[config.mk]
export PLATFORM = sky130hd
export DESIGN_NAME = itc_timer
export DESIGN_NICKNAME = d
export VERILOG_FILES = /design/src/design/itc_counter.v /design/src/design/itc_timer.v
export VERILOG_INCLUDE_DIRS = /design/src /design/src/design
export SDC_FILE = /design/constraint.sdc
export NUM_CORES = 1
export LEC_CHECK = 0
export BUFFER_PORTS_ARGS = -buffer_cell sky130_fd_sc_hd__clkbuf_2
export CORE_ASPECT_RATIO = 0.75
export CORE_MARGIN = 4
export CORE_UTILIZATION = 58
export DETAILED_ROUTE_END_ITERATION = 10
export PLACE_DENSITY = 0.83
export SYNTH_ARGS = -nofsm -noshare
export SYNTH_HDL_FRONTEND = slang
export SYNTH_SLANG_ARGS = --single-unit
[constraint.sdc]
create_clock -name clk_i -period 3.2 [get_ports clk_i]
set_clock_uncertainty 0.15 [all_clocks]
set_input_delay 0 -clock clk_i [delete_from_list [all_inputs] [get_ports clk_i]]
set_output_delay 0 -clock clk_i [all_outputs]
set_load 0.02 [all_outputs]
[src/design/itc_map.vh]
// Behaviour
// Three independent counters reachable by ISA or PCI I/O cycles.
// Write-only 8-bit control word decoded at I/O address 043h.
// After a control word, a count may be written any time later.
// Control bits 7:6 select counter 0, 1 or 2.
// Control bits 7:6 both one make the write a read-back command.
// Control bits 5:4 both zero make the write a counter latch command.
// Special commands give the remaining bits their command meanings.
// Bits 5:4 pick access order: low only, high only, low then high.
// Counts are loaded and read at ports 040h, 041h and 042h.
// Bits 3:1 pick mode 0 to 5; bit 3 ignored for modes 2 and 3.
// Bit 0 picks binary or BCD countdown.
// Host writes both bytes of a two-byte count without interleaving.
// Host programs every counter after reset before relying on it.
// Reset drives every counter output to zero.
// Reset clears speaker, timer interrupt, port 061h bit 5, refresh request.
// Counters 0 and 2 usually square wave, counter 1 rate generator.
// A second latch before the first is read is ignored.
// With status and count latched, first read gives status, then count.
// Each counter makes its mode waveform, counting on its clock with gate.
// Counter 0 drives the timer interrupt, counter 2 feeds the speaker.
`ifndef ITC_MAP_VH
`define ITC_MAP_VH
`define ITC_ADDR_CNT0   8'h40
`define ITC_ADDR_CNT1   8'h41
`define ITC_ADDR_CNT2   8'h42
`define ITC_ADDR_CTRL   8'h43
`define ITC_SEL_HI      7
`define ITC_SEL_LO      6
`define ITC_RW_HI       5
`define ITC_RW_LO       4
`define ITC_MODE_HI     3
`define ITC_MODE_LO     1
`define ITC_BCD_BIT     0
`define ITC_SEL_RDBK    2'h3
`define ITC_RW_LATCH    2'h0
`define ITC_RW_LSB      2'h1
`define ITC_RW_MSB      2'h2
`define ITC_RW_BOTH     2'h3
`define ITC_RB_NCNT_BIT 5
`define ITC_RB_NSTS_BIT 4
`define ITC_RB_CNT0_BIT 1
`define ITC_CTRL_RST    6'h00
`endif

[src/design/itc_counter.v]
`timescale 1ns/1ps
`include "itc_map.vh"
module itc_counter (
  input  wire       clk_i,
  input  wire       srst_i,
  input  wire       tick_i,
  input  wire       gate_i,
  input  wire       cfg_we_i,
  input  wire [5:0] cfg_i,
  input  wire       latch_cnt_i,
  input  wire       latch_sts_i,
  input  wire       wr_i,
  input  wire       rd_i,
  input  wire [7:0] wdata_i,
  output reg  [7:0] rdata_o,
  output reg        out_o
);
  reg  [5:0]  cfg_q;
  reg  [15:0] cnt_q;
  reg  [15:0] reload_q;
  reg  [15:0] olatch_q;
  reg  [7:0]  sts_q;
  reg  [7:0]  lsb_hold_q;
  reg         olatched_q;
  reg         sts_latched_q;
  reg         wr_msb_q;
  reg         rd_msb_q;
  reg         null_q;
  reg         load_pend_q;
  reg         armed_q;
  reg         gate_q;
  reg         half_q;
  wire [1:0]  rw    = cfg_q[`ITC_RW_HI:`ITC_RW_LO];
  wire [2:0]  mode  = cfg_q[`ITC_MODE_HI:`ITC_MODE_LO];
  wire        bcd   = cfg_q[`ITC_BCD_BIT];
  wire        m2    = (mode[1:0] == 2'h2);
  wire        m3    = (mode[1:0] == 2'h3);
  wire        trig  = gate_i & ~gate_q;
  wire        gate_ok = (m2 | m3 | mode == 3'h0 | mode == 3'h4) ? gate_i : 1'b1;
  wire [15:0] rsrc  = olatched_q ? olatch_q : cnt_q;
  // A write that completes a count must survive a load taken in the same cycle
  wire        ld_wr = wr_i && !(rw == `ITC_RW_BOTH && !wr_msb_q);

  function [15:0] dec1;
    input [15:0] v;
    input        b;
    input        by2;
    reg   [15:0] r;
    integer      k;
    begin
      r = v;
      if (!b) begin
        dec1 = by2 ? v - 16'h0002 : v - 16'h0001;
      end else begin
        for (k = 0; k < (by2 ? 2 : 1); k = k + 1) begin
          if (r[3:0] != 4'h0) r[3:0] = r[3:0] - 4'h1;
          else if (r[7:4] != 4'h0) r[7:0] = {r[7:4] - 4'h1, 4'h9};
          else if (r[11:8] != 4'h0) r[11:0] = {r[11:8] - 4'h1, 8'h99};
          else if (r[15:12] != 4'h0) r = {r[15:12] - 4'h1, 12'h999};
          else r = 16'h9999;
        end
        dec1 = r;
      end
    end
  endfunction

  wire [15:0] nxt1 = dec1(cnt_q, bcd, 1'b0);
  wire [15:0] nxt2 = dec1(cnt_q, bcd, 1'b1);
  wire        at1  = (cnt_q == 16'h0001);
  wire        at2  = (cnt_q == 16'h0002);

  always @(posedge clk_i) begin
    if (srst_i) begin
      cfg_q         <= `ITC_CTRL_RST;
      cnt_q         <= 16'h0000;
      reload_q      <= 16'h0000;
      olatch_q      <= 16'h0000;
      sts_q         <= 8'h00;
      lsb_hold_q    <= 8'h00;
      olatched_q    <= 1'b0;
      sts_latched_q <= 1'b0;
      wr_msb_q      <= 1'b0;
      rd_msb_q      <= 1'b0;
      null_q        <= 1'b0;
      load_pend_q   <= 1'b0;
      armed_q       <= 1'b0;
      gate_q        <= gate_i;
      half_q        <= 1'b0;
      rdata_o       <= 8'h00;
      out_o         <= 1'b0;
    end else begin
      gate_q <= gate_i;
      if (cfg_we_i) begin
        cfg_q       <= cfg_i;
        wr_msb_q    <= 1'b0;
        rd_msb_q    <= 1'b0;
        olatched_q  <= 1'b0;
        null_q      <= 1'b1;
        load_pend_q <= 1'b0;
        armed_q     <= 1'b0;
        out_o       <= (cfg_i[`ITC_MODE_HI:`ITC_MODE_LO] != 3'h0);
      end
      if (latch_cnt_i && !olatched_q) begin
        olatch_q   <= cnt_q;
        olatched_q <= 1'b1;
      end
      if (latch_sts_i && !sts_latched_q) begin
        sts_q         <= {out_o, null_q, cfg_q};
        sts_latched_q <= 1'b1;
      end
      if (wr_i) begin
        if (rw == `ITC_RW_BOTH && !wr_msb_q) begin
          lsb_hold_q <= wdata_i;
          wr_msb_q   <= 1'b1;
          if (mode == 3'h0) out_o <= 1'b0;
        end else begin
          wr_msb_q    <= 1'b0;
          null_q      <= 1'b1;
          load_pend_q <= 1'b1;
          case (rw)
            `ITC_RW_LSB: reload_q <= {8'h00, wdata_i};
            `ITC_RW_MSB: reload_q <= {wdata_i, 8'h00};
            default:     reload_q <= {wdata_i, lsb_hold_q};
          endcase
          if (mode == 3'h0) out_o <= 1'b0;
        end
      end
      if (rd_i) begin
        if (sts_latched_q) begin
          rdata_o       <= sts_q;
          sts_latched_q <= 1'b0;
        end else if (rw == `ITC_RW_MSB || (rw == `ITC_RW_BOTH && rd_msb_q)) begin
          rdata_o    <= rsrc[15:8];
          rd_msb_q   <= 1'b0;
          olatched_q <= 1'b0;
        end else begin
          rdata_o    <= rsrc[7:0];
          rd_msb_q   <= (rw == `ITC_RW_BOTH);
          olatched_q <= olatched_q & (rw == `ITC_RW_BOTH);
        end
      end
      if (trig && (mode == 3'h1 || mode == 3'h5 || m2 || m3)) begin
        armed_q <= 1'b1;
      end
      if (tick_i && !cfg_we_i) begin
        if (load_pend_q && (!(mode == 3'h1 || mode == 3'h5) || armed_q)) begin
          cnt_q       <= reload_q;
          load_pend_q <= (mode == 3'h1 || mode == 3'h5) || ld_wr;
          null_q      <= ld_wr;
          armed_q     <= 1'b0;
          half_q      <= 1'b0;
          if (mode == 3'h1) out_o <= 1'b0;
          if (m2 | m3) out_o <= 1'b1;
          if (mode == 3'h4 || mode == 3'h5) out_o <= 1'b1;
        end else if (gate_ok) begin
          if (m3) begin
            if (at2 || cnt_q == 16'h0000 || (at1 && reload_q[0])) begin
              cnt_q  <= reload_q;
              out_o  <= ~out_o;
            end else begin
              cnt_q <= nxt2;
            end
          end else begin
            cnt_q <= nxt1;
            if (m2) begin
              if (at2) out_o <= 1'b0;
              if (at1) begin
                out_o <= 1'b1;
                cnt_q <= reload_q;
              end
            end else if (at1) begin
              if (mode == 3'h0 || mode == 3'h1) out_o <= 1'b1;
              else out_o <= 1'b0;
            end else if ((mode == 3'h4 || mode == 3'h5) && !out_o) begin
              out_o <= 1'b1;
            end
          end
        end
        if (m2 && trig) load_pend_q <= 1'b1;
      end
    end
  end
endmodule // itc_counter

[src/design/itc_timer.v]
`timescale 1ns/1ps
`include "itc_map.vh"
module itc_timer #(
  parameter NUM_CNT = 3
) (
  input  wire       clk_i,
  input  wire       srst_i,
  input  wire       io_wr_i,
  input  wire       io_rd_i,
  input  wire [7:0] io_addr_i,
  input  wire [7:0] io_wdata_i,
  output reg  [7:0] io_rdata_o,
  output wire       io_hit_o,
  input  wire [2:0] cnt_tick_i,
  input  wire [2:0] cnt_gate_i,
  input  wire       speaker_enable_i,
  output wire [2:0] cnt_out_o,
  output wire       timer_interrupt_request_o,
  output wire       speaker_output_o,
  output wire       refresh_toggle_o,
  output wire       refresh_request_o
);
  wire [7:0]  rdata [0:NUM_CNT-1];
  wire [5:0]  cfg_bits = io_wdata_i[5:0];
  wire [1:0]  sel      = io_wdata_i[`ITC_SEL_HI:`ITC_SEL_LO];
  wire        ctrl_wr  = io_wr_i && io_addr_i == `ITC_ADDR_CTRL;
  wire        is_rdbk  = ctrl_wr && sel == `ITC_SEL_RDBK;
  wire        is_latch = ctrl_wr && !is_rdbk
                         && io_wdata_i[`ITC_RW_HI:`ITC_RW_LO] == `ITC_RW_LATCH;
  reg         refresh_q;
  reg         ctr1_out_d1_q;
  reg         refresh_req_q;

  function sel_port;
    input [7:0] a;
    input integer n;
    begin
      sel_port = (a == (`ITC_ADDR_CNT0 + n[7:0]));
    end
  endfunction

  assign io_hit_o = io_addr_i >= `ITC_ADDR_CNT0 && io_addr_i <= `ITC_ADDR_CTRL;

  genvar g;
  generate
    for (g = 0; g < NUM_CNT; g = g + 1) begin : g_cnt
      wire cfg_we = ctrl_wr && !is_rdbk && !is_latch && sel == g;
      wire lc     = (is_latch && sel == g)
                    || (is_rdbk && io_wdata_i[`ITC_RB_CNT0_BIT+g]
                        && !io_wdata_i[`ITC_RB_NCNT_BIT]);
      wire ls     = is_rdbk && io_wdata_i[`ITC_RB_CNT0_BIT+g] && !io_wdata_i[`ITC_RB_NSTS_BIT];
      itc_counter u_cnt (
        .clk_i       (clk_i),
        .srst_i      (srst_i),
        .tick_i      (cnt_tick_i[g]),
        .gate_i      (cnt_gate_i[g]),
        .cfg_we_i    (cfg_we),
        .cfg_i       (cfg_bits),
        .latch_cnt_i (lc),
        .latch_sts_i (ls),
        .wr_i        (io_wr_i && sel_port(io_addr_i, g)),
        .rd_i        (io_rd_i && sel_port(io_addr_i, g)),
        .wdata_i     (io_wdata_i),
        .rdata_o     (rdata[g]),
        .out_o       (cnt_out_o[g])
      );
    end
  endgenerate

  always @* begin
    case (io_addr_i)
      `ITC_ADDR_CNT0: io_rdata_o = rdata[0];
      `ITC_ADDR_CNT1: io_rdata_o = rdata[1];
      `ITC_ADDR_CNT2: io_rdata_o = rdata[2];
      default:        io_rdata_o = 8'h00;
    endcase
  end

  always @(posedge clk_i) begin
    if (srst_i) begin
      refresh_q     <= 1'b0;
      ctr1_out_d1_q <= 1'b0;
      refresh_req_q <= 1'b0;
    end else begin
      ctr1_out_d1_q <= cnt_out_o[1];
      refresh_req_q <= cnt_out_o[1] & ~ctr1_out_d1_q;
      if (cnt_out_o[1] & ~ctr1_out_d1_q) refresh_q <= ~refresh_q;
    end
  end

  assign timer_interrupt_request_o = cnt_out_o[0];
  assign speaker_output_o          = cnt_out_o[2] & speaker_enable_i;
  assign refresh_toggle_o          = refresh_q;
  assign refresh_request_o         = refresh_req_q;
endmodule // itc_timer

Word-level counts from Yosys, hierarchy flattened. Index checks and enable logic that the tools add are counted.

Bits in registers: 264. Bits in latches: 0. RAM bits: 0. Bits in read-only memories: 0. Output and inout port bits: 16. Logic and storage cells: 543. Memories kept: 0.

Add/subtract/negate cells: 30. Multiply operators: 0. Div/mod/pow operators: 0. $lt $le $gt $ge: 2. Equal/unequal tests: 37. Shift operators: 0. Mux-type cells: 229. Bitwise gates (word level): 28. Reduce and logical (&&, ||, !) cells: 166.

Operators with widths (count): 16-bit two-way mux (33); 12-bit two-way mux (15); 1-bit two-way mux (144); 8-bit two-way mux (18); 16-bit one-hot mux with 2 select lines (3); 4-bit nonzero test (24); 4-bit by 1-bit subtractor with 4-bit output (second input constant) (24); 1-bit logical AND (60); 4-bit two-way mux (15); 16-bit by 1-bit equality test with 1-bit output (second input constant) (3); 16-bit by 2-bit equality test with 1-bit output (second input constant) (3); 16-bit logical NOT (3); 16-bit by 1-bit subtractor with 16-bit output (second input constant) (3); 16-bit by 2-bit subtractor with 16-bit output (second input constant) (3); 1-bit logical OR (33); 8-bit by 7-bit equality test with 1-bit output (second input constant) (4); 2-bit equality test (second input constant) (14); 1-bit logical NOT (25); 8-bit one-hot mux with 3 select lines (1); 3-bit equality test (second input constant) (6); 2-bit AND reduction (9); 2-bit nonzero test (6); 1-bit NOT (11); 3-bit by 1-bit equality test with 1-bit output (second input constant) (3); 8 further kinds (29).

Logic depth before layout (Yosys ltp).
Depth after elaboration: 19. Depth in mapped cells: 13. Gate-level depth less buffers: 10.

Modules after synthesis. From an unflattened synthesis, not the netlist that was laid out.

Cells, all modules: 2224. Area, all modules: 17111.4 um2.

By module, submodules not included: itc_counter at g_cnt[2].u_cnt (instances 1, cells each 738, area an instance 5580.4 um2, seq. area each 1741.7 um2); itc_counter at g_cnt[0].u_cnt (instances 1, cells each 723, area an instance 5535.3 um2, seq. area each 1741.7 um2); itc_counter at g_cnt[1].u_cnt (instances 1, cells each 680, area an instance 5406.4 um2, seq. area each 1741.7 um2); itc_timer (instances 1, cells each 83, area an instance 589.3 um2, seq. area each 60.1 um2).

Worst setup path after synthesis. No wires, ideal clock.

Kind: register to register. Start point: register g_cnt[0].u_cnt.cnt_q[1]. End point: register g_cnt[0].u_cnt.cnt_q[14]. Library setup time: 0.127 ns. Data arrival time: 3.039 ns. Data required time: 2.923 ns. Slack: -0.116 ns. Cell stages (with the launch flop): 12. Path buffers: 1. Clock period less this slack: 3.316 ns. Path through: dfxtp_1 > inv_1 > ha_1 > or3b_1 > clkbuf_1 > o31a_1 > or3_4 > or4_1 > a21oi_1 > mux2i_1 > a211oi_1 > or3_1.

Cells in the longest elaborated chain, start to end: 13.

Ends and longest elaborated chain: start: declaration (line itc_counter.v:19) `reg [15:0] cnt_q;`; start signal: assignment (line itc_counter.v:147) `cnt_q <= reload_q;`; start signal: assignment (line itc_counter.v:158) `cnt_q <= reload_q;`; start signal: assignment (line itc_counter.v:161) `cnt_q <= nxt2;`; 4-bit nonzero test (line itc_counter.v:56) `if (r[3:0] != 4'h0) r[3:0] = r[3:0] - 4'h1;`; 12-bit two-way mux (line itc_counter.v:56); 12-bit two-way mux (line itc_counter.v:52) `if (!b) begin`; 4-bit by 1-bit subtractor with 4-bit output or 4-bit nonzero test (tied branches) (line itc_counter.v:59) `else if (r[15:12] != 4'h0) r = {r[15:12] - 4'h1, 12'h999};`; 16-bit two-way mux (line itc_counter.v:59); 4-bit two-way mux (line itc_counter.v:58) `else if (r[11:8] != 4'h0) r[11:0] = {r[11:8] - 4'h1, 8'h99};`; 8-bit two-way mux (line itc_counter.v:57) `else if (r[7:4] != 4'h0) r[7:0] = {r[7:4] - 4'h1, 4'h9};`; 12-bit two-way mux (line itc_counter.v:56); 16-bit two-way mux (line itc_counter.v:52); 16-bit two-way mux (line itc_counter.v:157) `if (at2 || cnt_q == 16'h0000 || (at1 && reload_q[0])) begin`; 16-bit two-way mux * (line itc_counter.v:156) `if (m3) begin`; 16-bit two-way mux * (line itc_counter.v:155) `end else if (gate_ok) begin`; 16-bit two-way mux * (line itc_counter.v:146) `if (load_pend_q && (!(mode == 3'h1 || mode == 3'h5) || armed_q)) begin`.

Mark *: on every way between the ends. The rest lies on a longest branch, timed or not. The select of a mux whose other input is x is not followed. A chain may end at the register's enable or synchronous reset.

Worst setup path in the final report.
Start point: register g_cnt[0].u_cnt.cnt_q[4]. End point: register g_cnt[0].u_cnt.cnt_q[4].

Cells in the longest elaborated chain, start to end: 13.

Ends and longest elaborated chain (line): parallel branches: the longest is 10 deep, another holds 4-bit by 1-bit subtractor with 4-bit output; 16-bit two-way mux * (itc_counter.v:156); 16-bit two-way mux * (itc_counter.v:155); 16-bit two-way mux * (itc_counter.v:146).

Mark *: on every way between the ends. The select of a mux whose other input is x is not followed.

==> impl_summary.txt <==
----------------------------------------------------
[Synthesis]
  Fraction of registers with async set or reset after synthesis ... 0%
  Post-synthesis instance area ... 16600 um^2
  Most area-hungry cell type in the Yosys netlist ... dfxtp_1
  Most used flip-flop cell after synthesis ... dfxtp_1
  Proportion of synthesized chip area in sequential cells ... 31.8%
  Count of mapped cells out of synthesis ... 2267
  Dominant cells by area after synthesis ... dfxtp_1 (32%), a21oi_1 (7.8%), nand2_1 (7.3%)
  Distinct cells, synth ... 79
  Most frequent cells after synthesis ... nand2_1 (322), nor2_1 (302), dfxtp_1 (264), a21oi_1 (258), clkbuf_1 (164)
  Top-count cell post-synth ... nand2_1
  Share of the synthesized area in the top cell type ... 31.8%
  YS warnings ... 0
  Mean instance size in the synthesized netlist ... 7.34 um^2
  Total nets after synthesis ... 2324
  Post-synth EDFFs ... 0
  Number of synthesized register bits ... 264

[Critical path]
  Cell depth of the worst flop-to-flop path ... 11
  CP max stage delay ... 0.45 ns
  Category of the worst setup path launch point ... flop
  Reg2Reg Setup Slack ... 0.02 ns
  R2R Path Start ... g_cnt[0].u_cnt.cnt_q[4]
  Top cell by count, worst path ... buf_4
  End of the worst register-to-register path ... g_cnt[0].u_cnt.cnt_q[4]
  Req. time, crit path ... 3.57 ns
  Critical-path top delay cell ... nor4_1
  Cell family with the largest share of critical-path delay ... simple AND/OR/NAND/NOR gates
  Category of the critical setup timing path ... reg2reg
  Element type at the critical path end ... flop
  Crit path max fanout ... 17
  Buffer and inverter count on the worst path ... 3
  Arrival time at the worst endpoint ... 3.55 ns
  Ordered cell list for the critical path ... buf_4, nor4_1, nand4_1, buf_4, nor2_1, o21ai_2, a22o_1, mux2i_1, o221ai_1, a21oi_1, buf_4

[Layout]
  Share of layout cells above drive strength 1 ... 16.1%
  Total number of nets in the final design ... 2444
  Storage cell area ... 5290 um^2
  Fill count ... 2464
  Final core occ ... 69.3%
  Area of the multi-input gates ... 10600 um^2
  Area added between synthesis and finish ... 17.1%

[Pwr]
  Maximum VDD drop ... 0.566 mV
  Pwr per Cell Area ... 461 nW/um^2
  Leakage power figure ... 0.00726 uW

[Global routing]
  Residual overflow from global routing ... 0
  Wire length of the first global-routing pass ... 96300 um
  Overall global routing resource usage ... 38.2%
  Vias in the first global route ... 16900
  Number of antenna violations at the first check in global routing ... 1
  Pin count of the biggest net entering global routing ... 80

[Detailed routing]
  Routed WL ... 62200 um
  Via density ... 6.57
  DRC marker count from the first detailed-route iteration ... 2326
  Routed Antenna Nets ... 0
  Vias after detailed routing ... 18300
  First-pass iteration count of the detailed router ... 6
  DRC Markers ... 0
  Average detailed-routed wire length per instance ... 22.3 um

[Job]
  Number of max-cap violations ... 0

[Die]
  Starting utilization of the core area ... 59.2%
  I/O pins ... 43
  Floorplan row count ... 53
  Width of the die ... 204 um
  DIE AREA ... 31500 um^2
  Area of the placeable core ... 28100 um^2
  Vertical extent of the die ... 155 um

[Hold path]
  Sink of the worst hold path ... g_cnt[1].u_cnt.wr_msb_q
  Number of instances on the worst hold path ... 6
  HP Class ... in2reg
  Hold path startpoint ... io_addr_i[4]

[Placed design]
  Hpwl dp ... 45300 um
  Minimum setup slack after placement ... 0.0331 ns
  # port buffers ... 42
  Final GP Congestion ... 1.04

[Outcome]
  Run status ... finished clean

[STA]
  Final hold slack ... 0.0141 ns
  Setup violation total in the final timing report ... 0
  Slew Limit Headroom ... 51.0%
  Share of the clock period used by the worst path ... 99.5%
  Final number of hold-violating endpoints ... 0
  Shortest period the worst path allows ... 3.18 ns
  Worst Max-Slew Pin Slew ... 0.735 ns
  Setup TNS ... 0 ns
  Setup repair after global routing missed its margin ... true
  Worst-case setup margin in the final layout ... 0.0161 ns
  Highest clock frequency the design can meet ... 314 MHz
  Pins over their slew limit ... 0

[CTS]
  Number of buffers created by CTS ... 28
  Worst-Skew Late Latency ... 0.56 ns
  TritonCTS clock tree ... built
  Post-CTS Setup Bufs ... 0
  Clock slew seen by the registers of the worst setup and hold paths ... 0.07 ns
  Number of sinks handled by clock tree synthesis ... 264
  Clock H-tree levels ... 1
  Root Buffer Master ... clkbuf_16
  Clock buffer depth ... 3

----------------------------------------------------
==> worst max-delay path by stage <==
stage,start,to,cells past startpoint
after floorplan,g_cnt[0].u_cnt.cnt_q[1],g_cnt[0].u_cnt.cnt_q[14],11
after global placement,g_cnt[0].u_cnt.cnt_q[4],g_cnt[0].u_cnt.cnt_q[4],11
after detailed placement,g_cnt[0].u_cnt.cnt_q[0],g_cnt[0].u_cnt.cnt_q[14],10
after CTS,g_cnt[2].u_cnt.cnt_q[1],g_cnt[2].u_cnt.cnt_q[14],10
after global routing,g_cnt[2].u_cnt.cnt_q[1],g_cnt[2].u_cnt.cnt_q[14],11
final,g_cnt[0].u_cnt.cnt_q[4],g_cnt[0].u_cnt.cnt_q[4],11
==> cell usage in the layout (no fill, tap or decap), types with 27 or more instances in the layout <==
master     instances
dfxtp_1          258
a21oi_1          257
mux2i_1           76
nor2_1           299
xnor2_1           34
nand2_1          322
inv_1             34
a211oi_1          43
nand3_1           76
clkbuf_2          41
a31oi_1           33
nor3_1            85
o21ai_0           88
clkbuf_16         29
ha_1              27
buf_4            213
==> metal layers <==
layer  part of all wire (%)  up-vias  GRT usage (%)  routed length (um)
met5                      0        -              0                   0
met1                     42     8599           57.3               26400
li1                       -     8377              -                   -
met4                    3.0        0           10.1                1850
met3                     14      161           11.8                8800
met2                     40     1210           52.9               25100
==> sequential cells by signal (all words and copies together), names as in the netlist, 18 cells and up <==
register,count
g_cnt.u_cnt.cfg_q,18
g_cnt.u_cnt.cnt_q,48
g_cnt.u_cnt.lsb_hold_q,24
g_cnt.u_cnt.olatch_q,48
g_cnt.u_cnt.rdata_o,24
g_cnt.u_cnt.reload_q,48
g_cnt.u_cnt.sts_q,24
==> worst min-delay path: stages <==
cell and delay (ns):
clkbuf_2 0.10, or4_1 0.15, nor2_1 0.10, nand3_1 0.14
nand3_1 0.09, a21oi_1 0.11
==> through the flow <==
step	instance area, um^2	cells	power [uW]
floorplan	16700	2267	4820
global placement	18200	2719	5590
detailed placement	18200	2719	5600
CTS	19400	2792	8860
global route	19500	2793	9280
finish	19500	2793	8980
==> logic make-up (layout without fill, tap and decap cells) <==
| logic type | count (synthesis) | in the layout | synth area share [%] |
|---|---|---|---|
| AO/OA/AOI/OAI | 618 | 618 | 23.1 |
| XOR/XNOR | 56 | 56 | 2.95 |
| adder cells (fa/ha/maj) | 30 | 30 | 2.26 |
| buffers and inverters | 227 | 367 | 5.33 |
| flip-flops | 264 | 264 | 31.8 |
| multiplexers | 102 | 102 | 7.95 |
| other | 0 | 1 | 0 |
| AND/OR/NAND/NOR | 970 | 970 | 26.6 |
==> timing repair <==
item / CTS / global route
hold buffers: 23 / 0
endpoints found under the hold margin: 149 / 0
resized for setup: 0 / 30
endpoints found under the setup margin: 0 / 19
==> power breakdown <==
group	internal, uW	switching, uW	leakage, uW
Sequential	3340	75.7	0.00214
Clock	1870	1420	0.000452
Combinational	927	1350	0.00467
Total	6140	2840	0.00726
==> final cells by class <==
type | count | share of cell area, %
timing repair buffer | 279 | 10.6
sequential | 264 | 27.2
multi-input combinational | 1776 | 54.3
antenna | 1 | 0.0128
clock inverter | 11 | 0.475
inverter | 38 | 0.732
tap | 385 | 2.47
clock buffer | 39 | 4.23
Note: power is estimated with default switching activity, not from simulation.
